## src/fws_cfg.svh

```systemverilog
/*
  offsets, field positions, response codes and timing counts of the
  flash write-status poller.
  assumes a 125 mhz system clock and a byte-wide parallel nor flash.
*/
`ifndef FWS_CFG_SVH
`define FWS_CFG_SVH

`define FWS_REG_CTRL     8'h00
`define FWS_REG_ADDR     8'h04
`define FWS_REG_WDATA    8'h08
`define FWS_REG_STATUS   8'h0c

`define FWS_CTRL_OP_LSB  0
`define FWS_ST_BUSY      0
`define FWS_ST_DONE      1
`define FWS_ST_FAIL      2
`define FWS_ST_RDY       3
`define FWS_ST_ETIMER    4
`define FWS_ST_TLIMIT    5
`define FWS_ST_TOGB      6
`define FWS_ST_BYTE_LSB  8

`define FWS_BIT_POLL     7
`define FWS_BIT_TOGA     6
`define FWS_BIT_TLIMIT   5
`define FWS_BIT_ETIMER   3
`define FWS_BIT_TOGB     2

`define FWS_RESP_OKAY    2'b00
`define FWS_RESP_SLVERR  2'b10

`define FWS_CLK_NS       8
`define FWS_T_RC_NS      70
`define FWS_T_OEH_NS     10
`define FWS_T_WP_NS      35
`define FWS_SYNC_CYC     2
`define FWS_RC_CYC   ((`FWS_T_RC_NS + `FWS_CLK_NS - 1) / `FWS_CLK_NS)
`define FWS_RD_CYC   (`FWS_RC_CYC + `FWS_SYNC_CYC)
`define FWS_OEH_CYC  ((`FWS_T_OEH_NS + `FWS_CLK_NS - 1) / `FWS_CLK_NS)
`define FWS_WP_CYC   ((`FWS_T_WP_NS + `FWS_CLK_NS - 1) / `FWS_CLK_NS)

`endif

```

## src/fws_pkg.sv

```systemverilog
/*
  types of the flash write-status poller.
  assumes fws_cfg.svh supplies the numeric constants.
*/
`default_nettype none
package fws_pkg;
  typedef enum logic [1:0] {
    FWS_OP_NONE,
    FWS_OP_WRITE,
    FWS_OP_READ,
    FWS_OP_POLL
  } fws_op_e;

  typedef enum logic [2:0] {
    FWS_IDLE,
    FWS_WR,
    FWS_WR_HOLD,
    FWS_RD,
    FWS_GAP,
    FWS_EVAL
  } fws_state_e;
endpackage
`default_nettype wire

```

## src/fws_flash_status_host.sv

```systemverilog
/*
  host controller for a parallel nor flash: single write and read bus
  cycles plus the toggle-bit completion poll, ordered over axi4-lite.
  assumes an asynchronous byte-wide flash on pins and a pull-up on the
  ready/busy line.
*/
// Design decisions made here: the address map and register access over AXI4-Lite.
// Function
// RL1 - busy line low while embedded operation runs
// RL2 - busy line valid after last write strobe
// RL3 - toggle bit a flips each status read
// RL4 - toggle bit a readable at any address
// RL5 - all-protected erase toggles briefly then stops
// RL6 - protected program toggles briefly then stops
// RL7 - protected sectors skipped in partial erase
// RL8 - erase suspend stops toggle bit a
// RL9 - toggle bit b flips in erasing sectors
// RL10 - read status twice, compare toggle bit
// RL11 - toggling with limit flag: recheck, fail
// RL12 - resumed polling restarts with double read
// RL13 - limit flag high marks failed operation
// RL14 - programming zero to one hits limit
// RL15 - after failure write the reset command
// RL16 - erase timer flag rises at time-out end
// RL17 - timer ignorable if commands under 50us
// RL18 - after timer expiry only suspend accepted
// RL19 - check timer before and after commands
// RL20 - status reads use a valid address
// RL21 - poll bit shows complement until done
// RL22 - suspended reads outside sector give data
`include "fws_cfg.svh"
`default_nettype none
module fws_flash_status_host #(
  parameter int        AW        = 20,
  parameter logic [7:0] RESET_CMD = 8'hf0
) (
  input  wire logic              CLOCK_I,
  input  wire logic              NRST_I,
  input  wire logic [7:0]        AWADDR_I,
  input  wire logic              AWVALID_I,
  output logic                   AWREADY_O,
  input  wire logic [31:0]       WDATA_I,
  input  wire logic [3:0]        WSTRB_I,
  input  wire logic              WVALID_I,
  output logic                   WREADY_O,
  output logic [1:0]             BRESP_O,
  output logic                   BVALID_O,
  input  wire logic              BREADY_I,
  input  wire logic [7:0]        ARADDR_I,
  input  wire logic              ARVALID_I,
  output logic                   ARREADY_O,
  output logic [31:0]            RDATA_O,
  output logic [1:0]             RRESP_O,
  output logic                   RVALID_O,
  input  wire logic              RREADY_I,
  output logic [AW-1:0]          FLASH_ADDR_O,
  input  wire logic [7:0]        FLASH_DQ_I,
  output logic [7:0]             FLASH_DQ_O,
  output logic                   FLASH_DQ_OE_O,
  output logic                   FLASH_CE_N_O,
  output logic                   FLASH_OE_N_O,
  output logic                   FLASH_WE_N_O,
  input  wire logic              READY_BUSY_N_I
);
  import fws_pkg::*;

  // pin synchronisers: only stage two feeds logic
  logic [7:0]  dq_s1;
  logic [7:0]  dq_s2;
  logic        rb_s1;
  logic        rb_s2;

  always_ff @(posedge CLOCK_I) begin
    if (!NRST_I) begin
      dq_s1 <= 8'h00;
      dq_s2 <= 8'h00;
      rb_s1 <= 1'b1;
      rb_s2 <= 1'b1;
    end else begin
      dq_s1 <= FLASH_DQ_I;
      dq_s2 <= dq_s1;
      rb_s1 <= READY_BUSY_N_I;
      rb_s2 <= rb_s1;
    end
  end

  // register bus state
  logic          aw_full, next_aw_full;
  logic [7:0]    aw_addr, next_aw_addr;
  logic          w_full, next_w_full;
  logic [31:0]   w_data, next_w_data;
  logic [3:0]    w_strb, next_w_strb;
  logic          bvalid, next_bvalid;
  logic [1:0]    bresp, next_bresp;
  logic          rvalid, next_rvalid;
  logic [31:0]   rdata, next_rdata;
  logic [1:0]    rresp, next_rresp;
  logic [31:0]   addr_reg, next_addr_reg;
  logic [7:0]    wdata_reg, next_wdata_reg;
  logic          go, next_go;
  fws_op_e       go_op, next_go_op;

  // sequencer state
  fws_state_e    state, next_state;
  fws_op_e       op, next_op;
  logic [7:0]    cnt, next_cnt;
  logic [7:0]    first, next_first;
  logic [7:0]    last, next_last;
  logic          have, next_have;
  logic          recheck, next_recheck;
  logic          rst_cmd, next_rst_cmd;
  logic          done, next_done;
  logic          fail, next_fail;
  logic          tog_b, next_tog_b;
  logic [AW-1:0] fa, next_fa;
  logic [7:0]    fdq, next_fdq;
  logic          fdq_oe, next_fdq_oe;
  logic          ce_n, next_ce_n;
  logic          oe_n, next_oe_n;
  logic          we_n, next_we_n;

  logic [31:0]   status;
  logic          busy;

  assign busy = (state != FWS_IDLE) || go;

  always_comb begin
    status = 32'h0000_0000;
    status[`FWS_ST_BUSY]   = busy;
    status[`FWS_ST_DONE]   = done;
    status[`FWS_ST_FAIL]   = fail;
    // RL1 busy line seen
    status[`FWS_ST_RDY]    = rb_s2;
    // RL19 timer flag shown
    // RL17 timer left to software
    status[`FWS_ST_ETIMER] = last[`FWS_BIT_ETIMER];
    status[`FWS_ST_TLIMIT] = last[`FWS_BIT_TLIMIT];
    status[`FWS_ST_TOGB]   = tog_b;
    status[`FWS_ST_BYTE_LSB +: 8] = last;
  end

  assign AWREADY_O = !aw_full && !bvalid;
  assign WREADY_O  = !w_full && !bvalid;
  assign BVALID_O  = bvalid;
  assign BRESP_O   = bresp;
  assign ARREADY_O = !rvalid;
  assign RVALID_O  = rvalid;
  assign RDATA_O   = rdata;
  assign RRESP_O   = rresp;

  always_comb begin
    logic [7:0] wa;
    logic [7:0] ra;
    wa = {aw_addr[7:2], 2'b00};
    ra = {ARADDR_I[7:2], 2'b00};
    next_aw_full   = aw_full;
    next_aw_addr   = aw_addr;
    next_w_full    = w_full;
    next_w_data    = w_data;
    next_w_strb    = w_strb;
    next_bvalid    = bvalid;
    next_bresp     = bresp;
    next_rvalid    = rvalid;
    next_rdata     = rdata;
    next_rresp     = rresp;
    next_addr_reg  = addr_reg;
    next_wdata_reg = wdata_reg;
    next_go        = go && (state != FWS_IDLE);
    next_go_op     = go_op;
    if (AWVALID_I && AWREADY_O) begin
      next_aw_full = 1'b1;
      next_aw_addr = AWADDR_I;
    end
    if (WVALID_I && WREADY_O) begin
      next_w_full = 1'b1;
      next_w_data = WDATA_I;
      next_w_strb = WSTRB_I;
    end
    if (aw_full && w_full) begin
      next_aw_full = 1'b0;
      next_w_full  = 1'b0;
      next_bvalid  = 1'b1;
      next_bresp   = `FWS_RESP_OKAY;
      case (wa)
        `FWS_REG_CTRL: begin
          // orders while busy are dropped: one flash cycle at a time
          if (w_strb[0] && !busy && (w_data[1:0] != 2'b00)) begin
            next_go    = 1'b1;
            next_go_op = fws_op_e'(w_data[`FWS_CTRL_OP_LSB +: 2]);
          end
        end
        `FWS_REG_ADDR: begin
          for (int i = 0; i < 4; i++) begin
            if (w_strb[i]) begin
              next_addr_reg[i*8 +: 8] = w_data[i*8 +: 8];
            end
          end
        end
        `FWS_REG_WDATA: begin
          if (w_strb[0]) begin
            next_wdata_reg = w_data[7:0];
          end
        end
        `FWS_REG_STATUS: begin
          next_bresp = `FWS_RESP_OKAY;
        end
        default: begin
          next_bresp = `FWS_RESP_SLVERR;
        end
      endcase
    end
    if (bvalid && BREADY_I) begin
      next_bvalid = 1'b0;
    end
    if (rvalid && RREADY_I) begin
      next_rvalid = 1'b0;
    end
    if (ARVALID_I && ARREADY_O) begin
      next_rvalid = 1'b1;
      next_rresp  = `FWS_RESP_OKAY;
      case (ra)
        `FWS_REG_CTRL:   next_rdata = 32'h0000_0000;
        `FWS_REG_ADDR:   next_rdata = addr_reg;
        `FWS_REG_WDATA:  next_rdata = {24'h00_0000, wdata_reg};
        `FWS_REG_STATUS: next_rdata = status;
        default: begin
          next_rdata = 32'h0000_0000;
          next_rresp = `FWS_RESP_SLVERR;
        end
      endcase
    end
  end

  always_ff @(posedge CLOCK_I) begin
    if (!NRST_I) begin
      aw_full   <= 1'b0;
      aw_addr   <= 8'h00;
      w_full    <= 1'b0;
      w_data    <= 32'h0000_0000;
      w_strb    <= 4'h0;
      bvalid    <= 1'b0;
      bresp     <= 2'b00;
      rvalid    <= 1'b0;
      rdata     <= 32'h0000_0000;
      rresp     <= 2'b00;
      addr_reg  <= 32'h0000_0000;
      wdata_reg <= 8'h00;
      go        <= 1'b0;
      go_op     <= FWS_OP_NONE;
    end else begin
      aw_full   <= next_aw_full;
      aw_addr   <= next_aw_addr;
      w_full    <= next_w_full;
      w_data    <= next_w_data;
      w_strb    <= next_w_strb;
      bvalid    <= next_bvalid;
      bresp     <= next_bresp;
      rvalid    <= next_rvalid;
      rdata     <= next_rdata;
      rresp     <= next_rresp;
      addr_reg  <= next_addr_reg;
      wdata_reg <= next_wdata_reg;
      go        <= next_go;
      go_op     <= next_go_op;
    end
  end

  always_comb begin
    next_state   = state;
    next_op      = op;
    next_cnt     = cnt;
    next_first   = first;
    next_last    = last;
    next_have    = have;
    next_recheck = recheck;
    next_rst_cmd = rst_cmd;
    next_done    = done;
    next_fail    = fail;
    next_tog_b   = tog_b;
    next_fa      = fa;
    case (state)
      FWS_IDLE: begin
        if (go) begin
          next_op      = go_op;
          next_done    = 1'b0;
          next_fail    = 1'b0;
          // RL12 fresh double read
          next_have    = 1'b0;
          next_recheck = 1'b0;
          next_cnt     = 8'h00;
          // RL20 address from software
          next_fa      = addr_reg[AW-1:0];
          next_state   = (go_op == FWS_OP_WRITE) ? FWS_WR : FWS_RD;
        end
      end
      FWS_WR: begin
        next_cnt = cnt + 8'h01;
        if (cnt == 8'(`FWS_WP_CYC - 1)) begin
          next_state = FWS_WR_HOLD;
        end
      end
      FWS_WR_HOLD: begin
        next_cnt   = 8'h00;
        next_state = FWS_GAP;
      end
      FWS_RD: begin
        next_cnt = cnt + 8'h01;
        // sample late: the byte has crossed both sync stages
        if (cnt == 8'(`FWS_RD_CYC - 1)) begin
          next_last  = dq_s2;
          next_cnt   = 8'h00;
          next_state = FWS_GAP;
        end
      end
      FWS_GAP: begin
        next_cnt = cnt + 8'h01;
        if (cnt == 8'(`FWS_OEH_CYC - 1)) begin
          next_cnt   = 8'h00;
          next_state = FWS_EVAL;
        end
      end
      FWS_EVAL: begin
        next_cnt   = 8'h00;
        next_state = FWS_IDLE;
        next_done  = 1'b1;
        if (rst_cmd) begin
          next_rst_cmd = 1'b0;
        end else if (op == FWS_OP_POLL) begin
          if (!have) begin
            // RL10 second read
            next_first = last;
            next_have  = 1'b1;
            next_done  = 1'b0;
            next_state = FWS_RD;
          end else begin
            // RL9 bit b flip noted
            next_tog_b = last[`FWS_BIT_TOGB] ^ first[`FWS_BIT_TOGB];
            if (last[`FWS_BIT_TOGA] == first[`FWS_BIT_TOGA]) begin
              // RL10 finished cleanly
              next_fail = 1'b0;
            end else if (recheck) begin
              // RL15 reset command
              next_fail    = 1'b1;
              next_rst_cmd = 1'b1;
              next_done    = 1'b0;
              next_state   = FWS_WR;
            end else begin
              // RL11 limit flag recheck
              next_recheck = last[`FWS_BIT_TLIMIT];
              next_first   = last;
              next_done    = 1'b0;
              next_state   = FWS_RD;
            end
          end
        end
      end
      default: begin
        next_state = FWS_IDLE;
      end
    endcase
    next_ce_n   = !(next_state == FWS_WR || next_state == FWS_WR_HOLD ||
                    next_state == FWS_RD);
    next_oe_n   = (next_state != FWS_RD);
    next_we_n   = (next_state != FWS_WR);
    next_fdq_oe = (next_state == FWS_WR || next_state == FWS_WR_HOLD);
    next_fdq    = next_rst_cmd ? RESET_CMD : wdata_reg;
  end

  always_ff @(posedge CLOCK_I) begin
    if (!NRST_I) begin
      state   <= FWS_IDLE;
      op      <= FWS_OP_NONE;
      cnt     <= 8'h00;
      first   <= 8'h00;
      last    <= 8'h00;
      have    <= 1'b0;
      recheck <= 1'b0;
      rst_cmd <= 1'b0;
      done    <= 1'b0;
      fail    <= 1'b0;
      tog_b   <= 1'b0;
      fa      <= '0;
      fdq     <= 8'h00;
      fdq_oe  <= 1'b0;
      ce_n    <= 1'b1;
      oe_n    <= 1'b1;
      we_n    <= 1'b1;
    end else begin
      state   <= next_state;
      op      <= next_op;
      cnt     <= next_cnt;
      first   <= next_first;
      last    <= next_last;
      have    <= next_have;
      recheck <= next_recheck;
      rst_cmd <= next_rst_cmd;
      done    <= next_done;
      fail    <= next_fail;
      tog_b   <= next_tog_b;
      fa      <= next_fa;
      fdq     <= next_fdq;
      fdq_oe  <= next_fdq_oe;
      ce_n    <= next_ce_n;
      oe_n    <= next_oe_n;
      we_n    <= next_we_n;
    end
  end

  assign FLASH_ADDR_O  = fa;
  assign FLASH_DQ_O    = fdq;
  assign FLASH_DQ_OE_O = fdq_oe;
  assign FLASH_CE_N_O  = ce_n;
  assign FLASH_OE_N_O  = oe_n;
  assign FLASH_WE_N_O  = we_n;
endmodule
`default_nettype wire

```

## config.mk

```make
export PLATFORM = sky130hd
export DESIGN_NAME = fws_flash_status_host
export DESIGN_NICKNAME = d
export VERILOG_FILES = /design/src/fws_pkg.sv /design/src/fws_flash_status_host.sv
export VERILOG_INCLUDE_DIRS = /design/src
export SDC_FILE = /design/constraint.sdc
export NUM_CORES = 1
export LEC_CHECK = 0
export BUFFER_PORTS_ARGS = -buffer_cell sky130_fd_sc_hd__buf_4
export CAP_MARGIN = 20
export CORE_MARGIN = 1.5
export CORE_UTILIZATION = 50
export DETAILED_ROUTE_END_ITERATION = 7
export PLACE_DENSITY = 0.84
export REMOVE_ABC_BUFFERS = 1
export SLEW_MARGIN = 20
export SYNTH_ARGS = -nofsm -noshare
export SYNTH_HDL_FRONTEND = slang
export SYNTH_SLANG_ARGS = --single-unit
```

## constraint.sdc

```tcl
create_clock -name CLOCK_I -period 3.1 [get_ports CLOCK_I]
set_clock_uncertainty 0.1 [all_clocks]
set_input_delay 0.62 -clock CLOCK_I [delete_from_list [all_inputs] [get_ports CLOCK_I]]
set_output_delay 0.62 -clock CLOCK_I [all_outputs]
set_load 0.005 [all_outputs]
```

* After elaboration in Yosys (flattened, before gate mapping)
Cells that the tools add are included.
** Word-level totals
- Bits in registers :: 211
- Input port bits :: 68
- Output and inout bits :: 73
- Logic and storage cells :: 176
** Cells by class
- Add/sub/neg operators :: 1
- Equal/unequal tests :: 30
- Muxes and demuxes :: 54
- Bitwise gates (word level) :: 3
- Reduce and logical (&&, ||, !) cells :: 49
** Operators by type and width (count)
- 32-bit one-hot mux with 3 select lines :: 1
- 8-bit one-hot mux with 5 select lines :: 1
- 8-bit 2-to-1 mux :: 4
- 1-bit 2-to-1 mux :: 28
- 6-bit by 2-bit equality test with 1-bit output, second input constant :: 4
- 7-bit 2-to-1 mux :: 3
- 3-bit one-hot mux with 6 select lines :: 1
- 3-bit AND reduction :: 6
- 2-bit 2-to-1 mux :: 8
- 2-bit inequality test, second input constant :: 7
- 3-bit by 2-bit equality test with 1-bit output, second input constant :: 4
- 6-bit by 1-bit equality test with 1-bit output, second input constant :: 2
- 6-bit logical NOT :: 2
- 3-bit 2-to-1 mux :: 4
- 6-bit AND reduction :: 2
- 1-bit logical AND :: 11
- 8-bit by 1-bit adder with 8-bit output, second input constant :: 1
- 8-bit by 1-bit equality test with 1-bit output, second input constant :: 1
- 8-bit by 3-bit equality test with 1-bit output, second input constant :: 1
- 8-bit by 4-bit equality test with 1-bit output, second input constant :: 1
- 1-bit one-hot mux with 2 select lines :: 4
- 2-bit AND reduction :: 4
- 4-bit AND reduction :: 2
- 2-bit OR reduction :: 4
- 18 further kinds :: 31

* Longest topological paths before layout
Gate-level depths: netlist (run 1).
- Word-level depth :: 10
- Mapped depth :: 7

* Least setup slack after synthesis (run 1)
OpenSTA, ideal clock, no wires.
- Kind :: input to register
- Start point :: input ARADDR_I[5]
- End point :: register rdata[21] (netlist: RDATA_O[21])
- Arrival :: 1.946 ns
- Data required time :: 2.935 ns
- Slack :: 0.989 ns
- Stages on the path :: 6
- Path through :: nor4_1 > nand2_1 > nor3b_2 > buf_2 > a22oi_1 > nor2_1
** Between the ends
- Cells in the longest elaborated chain, start to end :: 2
** RTL lines
- start: declaration :: RTL line fws_flash_status_host.sv:49 : input wire logic [7:0] ARADDR_I,
- 6-bit by 2-bit equality test with 1-bit output or 6-bit by 1-bit equality test with 1-bit output (tied branches) :: RTL line fws_flash_status_host.sv:221 : case (ra)
- 32-bit one-hot mux with 3 select lines (*) :: RTL line fws_flash_status_host.sv:221
- end signal: assignment :: RTL line fws_flash_status_host.sv:259 : rdata <= next_rdata;
- end: declaration :: RTL line fws_flash_status_host.sv:96 : logic [31:0] rdata, next_rdata;
Every way passes the cells marked *; elsewhere a longest branch is shown, timed or not.
A chain may end at the register's enable or synchronous reset.

* Final worst setup path (run 1)
- Start point :: register aw_addr[4]
- End point :: register wdata_reg[6]
** Between the ends
- Cells in the longest elaborated chain, start to end :: 2
** RTL lines
- start: declaration :: RTL line fws_flash_status_host.sv:89 : logic [7:0] aw_addr, next_aw_addr;
- start signal: assignment :: RTL line fws_flash_status_host.sv:252 : aw_addr <= next_aw_addr;
- 6-bit by 2-bit equality test with 1-bit output :: RTL line fws_flash_status_host.sv:184 : case (wa)
- 3-bit AND reduction (no line)
- end signal: assignment :: RTL line fws_flash_status_host.sv:262 : wdata_reg <= next_wdata_reg;
- end: declaration :: RTL line fws_flash_status_host.sv:99 : logic [7:0] wdata_reg, next_wdata_reg;
No other way between the ends.

==> results.cfg, run 1 <==
[run_status]
status = completed

[power]
swShare_pct = 21.66
p_clk_share_pct = 44.6
power_mw = 5.340
power_leakage_nw = 3.643
p_seq_share_pct = 50.4
p_sw_mw = 1.157
intPower_mw = 4.183
ir_worst_vdd_mv = 0.4244
combPwrFrac_pct = 5.1
p_per_area_nw_per_um2 = 578.3

[detailed_routing]
routed_wirelength_mm = 17.44
drc = 0
wl_per_cell_um = 15.02
routed_via_density = 5.341
first_pass_iters = 5
ant_nets = 0
drt_iter0_markers = 356
vias = 6201

[synth]
yosysSeqAreaShare_pct = 54.28
synthArstFlopShare_pct = 0
ys_ff_latch = 202
syn_avg_cell_area_um2 = 8.733
synth_ff_type = dfxtp_1
ys_types = 48
synth_edf_count = 0
yosys_warnings = 0
syn-instance-count = 853
synth_area_um2 = 7450

[worst_hold_path]
holdPathEnd = RVALID_O$_SDFFE_PN0P_
holdCritPathClass = primary input to flip-flop
hp-start = RREADY_I
hold_depth = 2

[placed_design]
io_buffers = 134
dp_slack_ns = 0.6539
dpl.hpwl_mm = 11.21
gp_congestion = 0.7895

[die]
io_pins = 141
dieWidth_um = 125.1
row_count = 44
die_y_um = 125.1
start_util_pct = 51.26
dieArea_um2 = 15640
coreArea_um2 = 14530

[clocking]
clock_path_buffers = 3
cts.sinks = 202
htree_levels = 1
cts_setup_buffers = 0
cts-root-buf = clkbuf_16
cts_tree = yes
post_cts_resized = 0
clk_pin_slew_ns = 0.06
clock_latency_ns = 0.49
hold_buffers = 0
cts_buffers = 21

[grt]
grt.total_usage_pct = 21.90
grt_pass1_vias = 5803
grt_first_pass_wirelength_mm = 28.57
antenna_found_initial = 0
grt_start_max_net_pins = 74
gr-total-overflow = 0

[timing]
rsz0062_at_grt = no
hold_viol_final = 0
setup_violations = 0
slew_violations = 0
fmax_mhz = 428.3
maxSlewHeadroom_pct = 34.14
layout_min_cycle_time_ns = 2.335
fin_crit_sh_pct = 75.31
fin_ws_ns = 0.7654
tightest_slew_ns = 0.9725

[critical_path]
crit_type = flip-flop to flip-flop
rr_worst_depth = 5
end_kind = flip-flop
rr_endpoint = wdata_reg[6]$_SDFFE_PN0P_
critPathLaunchType = flip-flop
arrival_ns = 2.57
r2r_slack_ns = 0.77
worstPathRequired_ns = 3.34
regToRegStartpoint = aw_addr[4]$_SDFFE_PN0P_
crit_fanout = 8

[finish]
final_common_cell = dfxtp_1
fillers = 1248
drive_gt1_share_pct = 20.27
mostFrequentLayoutCells = dfxtp_1 (202), nand2_1 (174), buf_4 (143)
final_nets = 1035
diodes = 0
syn2layout_area_growth_pct = 23.95

[run]
maxCapViolCount = 0
-- cell families (layout without fill, tap and decap cells) --
| family | after synthesis | after routing | share of synthesized area, % |
|---|---|---|---|
| AND/OR/NAND/NOR | 356 | 356 | 21.62 |
| flip-flops | 202 | 202 | 54.28 |
| AO/OA/AOI/OAI | 173 | 173 | 13.44 |
| buffers and inverters | 71 | 194 | 3.745 |
| multiplexers | 36 | 36 | 5.022 |
| XOR/XNOR | 10 | 10 | 1.176 |
| adder cells (fa/ha/maj) | 4 | 4 | 0.6718 |
| other | 1 | 2 | 0.05034 |
-- layer usage --
layer  wire length [um]  global-route usage [%]
met2               8148                   36.68
met1               7776                   28.71
met5                  0                       0
met3               1236                   5.349
met4                283                   5.080
-- cell type report --
cell class	count	area, um2	area share, %
Clock buffer	32	636.9	6.897
Sequential cell	202	4044	43.79
Tap cell	184	230.2	2.493
Clock inverter	5	31.28	0.3388
Timing Repair Buffer	145	1114	12.06
Multi-Input combinational cell	581	3131	33.90
Inverter	12	47.55	0.5149
-- through the flow --
step           hold WS (ns)  instance area [um2]  util (%)  cells  TNS, ns
6_report             0.2297                 9234     63.53   1161        0
3_5_place_dp         0.2994                 8566     58.94   1124        0
2_1_floorplan        0.2863                 7219         -    795   -63.28
5_1_grt              0.2239                 9234     63.53   1161        0
4_1_cts              0.2197                 9234     63.53   1161        0
3_3_place_gp         0.2933                 8566     58.94   1124        0
-- worst max-delay path, cell delays in order (launching register included) --
cell	delay, ns
dfxtp_1	0.31
or4_1	0.59
nor2_1	0.23
nand4b_1	0.56
mux2i_1	0.34
nor2_1	0.05
-- worst max-delay path by stage --
stage,endpoint,slack [ns],cells after the start,start
after floorplan,done$_SDFFE_PN0P_,-0.86,2,NRST_I
after global placement,RDATA_O[31]$_SDFFE_PN0P_,0.76,8,ARADDR_I[5]
after detailed placement,RDATA_O[19]$_SDFFE_PN0P_,0.65,8,ARADDR_I[5]
after CTS,wdata_reg[6]$_SDFFE_PN0P_,0.76,5,aw_addr[4]$_SDFFE_PN0P_
after global routing,wdata_reg[6]$_SDFFE_PN0P_,0.63,5,aw_addr[4]$_SDFFE_PN0P_
final,wdata_reg[6]$_SDFFE_PN0P_,0.77,5,aw_addr[4]$_SDFFE_PN0P_
-- power groups by stage --
stage	Combinational [mW]	Clock [mW]	Sequential, mW
6_report	0.271	2.38	2.69
3_5_place_dp	0.272	0	2.74
5_1_grt	0.300	2.55	2.69
2_1_floorplan	0.132	0	2.74
3_3_place_gp	0.266	0	2.74
4_1_cts	0.274	2.42	2.69
-- synth_stat cells (all sizes together), types with 5 or more instances --
library cell  instances  area, um2
dfxtp               202       4044
nand2               174      653.1
a21oi               109      545.5
nor2                 80      300.3
clkbuf               51      191.4
nand3                37      185.2
a22oi                32      240.2
mux2i                25      250.2
and2                 24      150.1
o21ai                12      60.06
inv                  11      41.29
mux2                 11      123.9
buf                   8      42.54
xor2                  7      61.31
and3                  6      38.79
nand4                 5      31.28
nor3                  5      30.03
nor4                  5      46.29
o21a                  5      37.54
(Power assumes the default switching activity.)
==> inputs of run 2 (changes only) <==
CORE_UTILIZATION = 49   (was 50)
PLACE_DENSITY = 0.86   (was 0.84)
clock period = 2 ns   (was 3.1 ns; I/O delays follow)
==> run 2 against run 1 <==
  * Worst hold slack lost 0.21 ns
  * Cell area grew 4.0%
  * Critical path depth grew 1
  * Largest power group unchanged
  * Global-route usage grew 0.67 points
  * Sequential power grew 55%
  * Fmax grew 20%
==> results.cfg, run 2 (same netlist as run 1, synthesis figures left out) <==
[worst_hold_path]
holdPathEnd = dq_s1[0]$_SDFF_PN0_
holdCritPathClass = primary input to flip-flop
hp-start = FLASH_DQ_I[0]
hold_depth = 2

[placed_design]
placedCellCount = 1152
io_buffers = 134
dpl.hpwl_mm = 12.22
gp_congestion = 0.8223

[die]
coreArea_um2 = 14700
dieArea_um2 = 15950
io_pins = 141
die_y_um = 126.3
dieWidth_um = 126.3
start_util_pct = 50.68
row_count = 44

[clocking]
cts.sinks = 202
cts-root-buf = clkbuf_16
cts_buffers = 21
cts_tree = yes
htree_levels = 1
clk_pin_slew_ns = 0.06
clock_latency_ns = 0.50
clock_path_buffers = 3

[critical_path]
arrival_ns = 2.27
cpMaxStageDelayCell = or4_4
regToRegStartpoint = aw_addr[6]$_SDFFE_PN0P_
worstPathRequired_ns = 2.32
rr_worst_depth = 6
crit_fanout = 9
slowest_delay_ns = 0.55
rr_endpoint = addr_reg[20]$_SDFFE_PN0P_
crit_chain = or4_4 -> nor4b_4 -> buf_6 -> buf_6 -> nand3_1 -> a21oi_1
critPathLaunchType = flip-flop
crit_type = flip-flop to flip-flop
cp.buffers_inverters = 2
cpLargestDelayFamily = simple AND/OR/NAND/NOR gates
cp_common_cell = buf_6
r2r_slack_ns = 0.05
end_kind = flip-flop

[finish]
final_common_cell = dfxtp_1
mostFrequentLayoutCells = dfxtp_1 (201), nand2_1 (169), buf_4 (164)
diodes = 0
syn2layout_area_growth_pct = 28.92
final_nets = 1067
drive_gt1_share_pct = 23.71
final_core_utilization_pct = 65.34
seq_area_um2 = 4045
fillers = 1149
stdcell_count = 1192
multi_input_area_um2 = 3177

[power]
p_per_area_nw_per_um2 = 878.8
power_leakage_nw = 3.841
p_seq_share_pct = 49.4
intPower_mw = 6.580
swShare_pct = 22.04
p_sw_mw = 1.860
ir_worst_vdd_mv = 0.6829
combPwrFrac_pct = 5.4
p_clk_share_pct = 45.3
power_mw = 8.441

[grt]
grt_busiest_layer = met2
grtUsageMet1_pct = 28.73
grt_first_pass_wirelength_mm = 29.45
globalRouteMet2Util_pct = 38.91
gr-total-overflow = 0
grt_start_max_net_pins = 59
antenna_found_initial = 0
grt_pass1_vias = 6013
use_met3_pct = 5.483
grt.total_usage_pct = 22.57

[detailed_routing]
routed_via_density = 5.301
wl_per_cell_um = 15.39
first_pass_iters = 5
routed_wirelength_mm = 18.34
vias = 6319
drc = 0
drt_iter0_markers = 360
ant_nets = 0

[timing]
setup_violations = 0
hold_viol_final = 0
slew_violations = 0
layout_min_cycle_time_ns = 1.951
fmax_mhz = 512.7
fin_crit_sh_pct = 97.53

[run_status]
status = completed

[run]
maxCapViolCount = 0
run 2: per-stage QoR:
stage,TNS (ns),worst slack (ns),hold WS [ns],area (um2)
3_3_place_gp,-0.08940,-0.01274,0.2953,8813
2_1_floorplan,-204.96,-1.739,0.2863,7219
3_5_place_dp,-0.004857,-0.004282,0.3037,8813
4_1_cts,0,0.006452,0.01505,9519
5_1_grt,-0.1738,-0.02963,0.01841,9604
6_report,0,0.04942,0.02311,9604
run 2: worst reg2reg max path, cell delays in order (launching register included):
cell and delay [ns]:
dfxtp_2 0.32, or4_4 0.55, nor4b_4 0.33, buf_6 0.19
buf_6 0.13, nand3_1 0.09, a21oi_1 0.17
run 2: what timing repair did:
action,in CTS,in global routing
setup buffers,0,1
endpoints found under the hold margin,2,0
gates resized for setup,6,14
pin swaps,1,4
hold buffers,2,0
endpoints found under the setup margin,22,34
gates cloned,0,1
run 2: cell type report:
class | instances | share of cell area (%)
multi-input cells | 581 | 33.08
clock inverters | 8 | 1.003
flip-flops and latches | 202 | 42.12
clock buffers | 28 | 5.954
well taps | 184 | 2.397
repair buffers | 177 | 14.96
inverters | 12 | 0.4950
run 2: how the worst max path moves through the flow:
stage	start	end	slack, ns	cells past startpoint
floorplan	NRST_I	done$_SDFFE_PN0P_	-1.74	2
global placement	aw_addr[4]$_SDFFE_PN0P_	addr_reg[4]$_SDFFE_PN0P_	-0.01	6
detailed placement	aw_addr[4]$_SDFFE_PN0P_	addr_reg[9]$_SDFFE_PN0P_	-0.004	6
CTS	aw_addr[4]$_SDFFE_PN0P_	addr_reg[26]$_SDFFE_PN0P_	0.006	6
global route	cnt[4]$_SDFFE_PN0P_	cnt[3]$_SDFFE_PN0P_	-0.03	6
finish	aw_addr[6]$_SDFFE_PN0P_	addr_reg[20]$_SDFFE_PN0P_	0.05	6
run 2: power groups by stage:
| stage | combinational, mW | sequential, mW | clock [mW] |
|---|---|---|---|
| 3_3_place_gp | 0.433 | 4.25 | 0 |
| 6_report | 0.452 | 4.17 | 3.82 |
| 2_1_floorplan | 0.205 | 4.24 | 0 |
| 3_5_place_dp | 0.442 | 4.25 | 0 |
| 4_1_cts | 0.451 | 4.17 | 3.85 |
| 5_1_grt | 0.498 | 4.18 | 4.04 |
run 2: metal layers:
metal	vias up	wire length, um	share of wire, %
li1	3159	-	-
met1	2940	7818	43
met3	27	1246	6.8
met2	193	8927	49
met5	-	0	0
met4	0	348	1.9
==> inputs of run 3 (changes only) <==
RECOVER_POWER = 50   (was default)
==> run 3 against run 2 <==
  * Worst hold slack lost 0.00062 ns
  * Sequential power about the same
  * Core utilization decreased by 0.50 points
  * Total power is essentially flat
  * Clock power about the same
  * Critical path depth unchanged
  * Flip-flop and latch count unchanged
  * Setup slack hardly changed
  * Routed wire length is 0.19% lower
  * Largest power group unchanged
  * Combinational power down 1%
==> results.cfg, run 3 (same netlist as run 1, synthesis figures left out) <==
[placed_design]
placedCellCount = 1152
dpl.hpwl_mm = 12.22
gp_congestion = 0.8223
dp_slack_ns = -0.004282
io_buffers = 134
placed_cell_area_um2 = 8813

[clocking]
clock_latency_ns = 0.50
clock_path_buffers = 3
cts.sinks = 202
cts_buffers = 21
cts-root-buf = clkbuf_16
cts_tree = yes
clk_pin_slew_ns = 0.06
htree_levels = 1

[timing]
tightest_slew_ns = 0.9834
fin_crit_sh_pct = 97.53
layout_min_cycle_time_ns = 1.951
slew_violations = 0
maxSlewHeadroom_pct = 34.44
fin_ws_ns = 0.04940
fmax_mhz = 512.7
setup_violations = 0
setup_tns_ns = 0
hold_viol_final = 0

[power]
power_mw = 8.434
p_per_area_nw_per_um2 = 884.9
ir_worst_vdd_mv = 0.6827
power_leakage_nw = 3.726

[grt]
grt_start_max_net_pins = 59
grt.total_usage_pct = 22.57
gr-total-overflow = 0
grt_first_pass_wirelength_mm = 29.45
grt_pass1_vias = 6013
antenna_found_initial = 0

[finish]
fillers = 1170
final_nets = 1067
final_common_cell = dfxtp_1
drive_gt1_share_pct = 21.83
stdcell_count = 1192
mostFrequentLayoutCells = dfxtp_1 (201), nand2_1 (169), a21oi_1 (105)
diodes = 0
syn2layout_area_growth_pct = 27.93
stdcell_area_um2 = 9530

[die]
dieWidth_um = 126.3
die_y_um = 126.3
dieArea_um2 = 15950
coreArea_um2 = 14700
start_util_pct = 50.68
io_pins = 141
row_count = 44

[detailed_routing]
wl_per_cell_um = 15.36
routed_wirelength_mm = 18.31
drc = 0
vias = 6355
ant_nets = 0
routed_via_density = 5.331
first_pass_iters = 5
drt_iter0_markers = 347

[critical_path]
end_kind = flip-flop
crit_type = flip-flop to flip-flop
crit_start = aw_addr[6]$_SDFFE_PN0P_
regToRegStartpoint = aw_addr[6]$_SDFFE_PN0P_
r2r_slack_ns = 0.05
crit_fanout = 9
arrival_ns = 2.27
rr_worst_depth = 6
critPathLaunchType = flip-flop
worstPathRequired_ns = 2.32
cp-endpoint = addr_reg[20]$_SDFFE_PN0P_
rr_endpoint = addr_reg[20]$_SDFFE_PN0P_

[worst_hold_path]
hold_depth = 2
holdCritPathClass = primary input to flip-flop

[run]
maxCapViolCount = 0

[run_status]
status = completed
-- run 3: worst min-delay path by stage --
stage | start | to
after floorplan | rb_s1$_SDFF_PN1_ | rb_s2$_SDFF_PN1_
after global placement | rb_s1$_SDFF_PN1_ | rb_s2$_SDFF_PN1_
after detailed placement | rb_s1$_SDFF_PN1_ | rb_s2$_SDFF_PN1_
after CTS | FLASH_DQ_I[1] | dq_s1[1]$_SDFF_PN0_
after global routing | FLASH_DQ_I[1] | dq_s1[1]$_SDFF_PN0_
final | FLASH_DQ_I[0] | dq_s1[0]$_SDFF_PN0_
-- run 3: what timing repair did --
action                     in CTS  in global routing
setup endpoints to repair      22                 34
resized for setup               6                 14
hold endpoints to repair        2                  0
buffers inserted                0                  1
cloned                          0                  1
hold buffers                    2                  0
pin swaps                       1                  4
-- run 3: per-stage QoR --
| step | util [%] | hold WS [ns] |
|---|---|---|
| floorplan | - | 0.2863 |
| global placement | 59.96 | 0.2953 |
| detailed placement | 59.96 | 0.3037 |
| CTS | 64.76 | 0.01505 |
| global route | 64.84 | 0.01841 |
| finish | 64.84 | 0.02249 |
-- run 3: cell type report --
| class | instances | area (um2) | area share (%) |
|---|---|---|---|
| multi-input cells | 581 | 3177 | 33.33 |
| well taps | 184 | 230.2 | 2.416 |
| flip-flops and latches | 202 | 4045 | 42.44 |
| inverters | 12 | 47.55 | 0.4989 |
| clock inverters | 8 | 96.34 | 1.011 |
| repair buffers | 177 | 1363 | 14.30 |
| clock buffers | 28 | 571.8 | 6.000 |
-- run 3: worst max-delay path, cell delays in order, from the launching register on --
cell	delay (ns)
dfxtp_2	0.32
or4_4	0.55
nor4b_4	0.32
buf_6	0.18
buf_6	0.13
nand3_1	0.09
a21oi_1	0.18
-- run 3: metal layers --
metal	global-route usage (%)	share of wire, %	vias up
met5	0	0	-
met3	5.483	6.5	33
li1	-	-	3161
met4	5.274	2.1	0
met1	28.73	43	2961
met2	38.91	48	200
-- run 3: report_power, final --
group	total, mW	switching [mW]	internal (mW)
registers	4.17	0.0595	4.11
logic	0.447	0.245	0.202
clock network	3.82	1.55	2.27
total	8.43	1.86	6.58
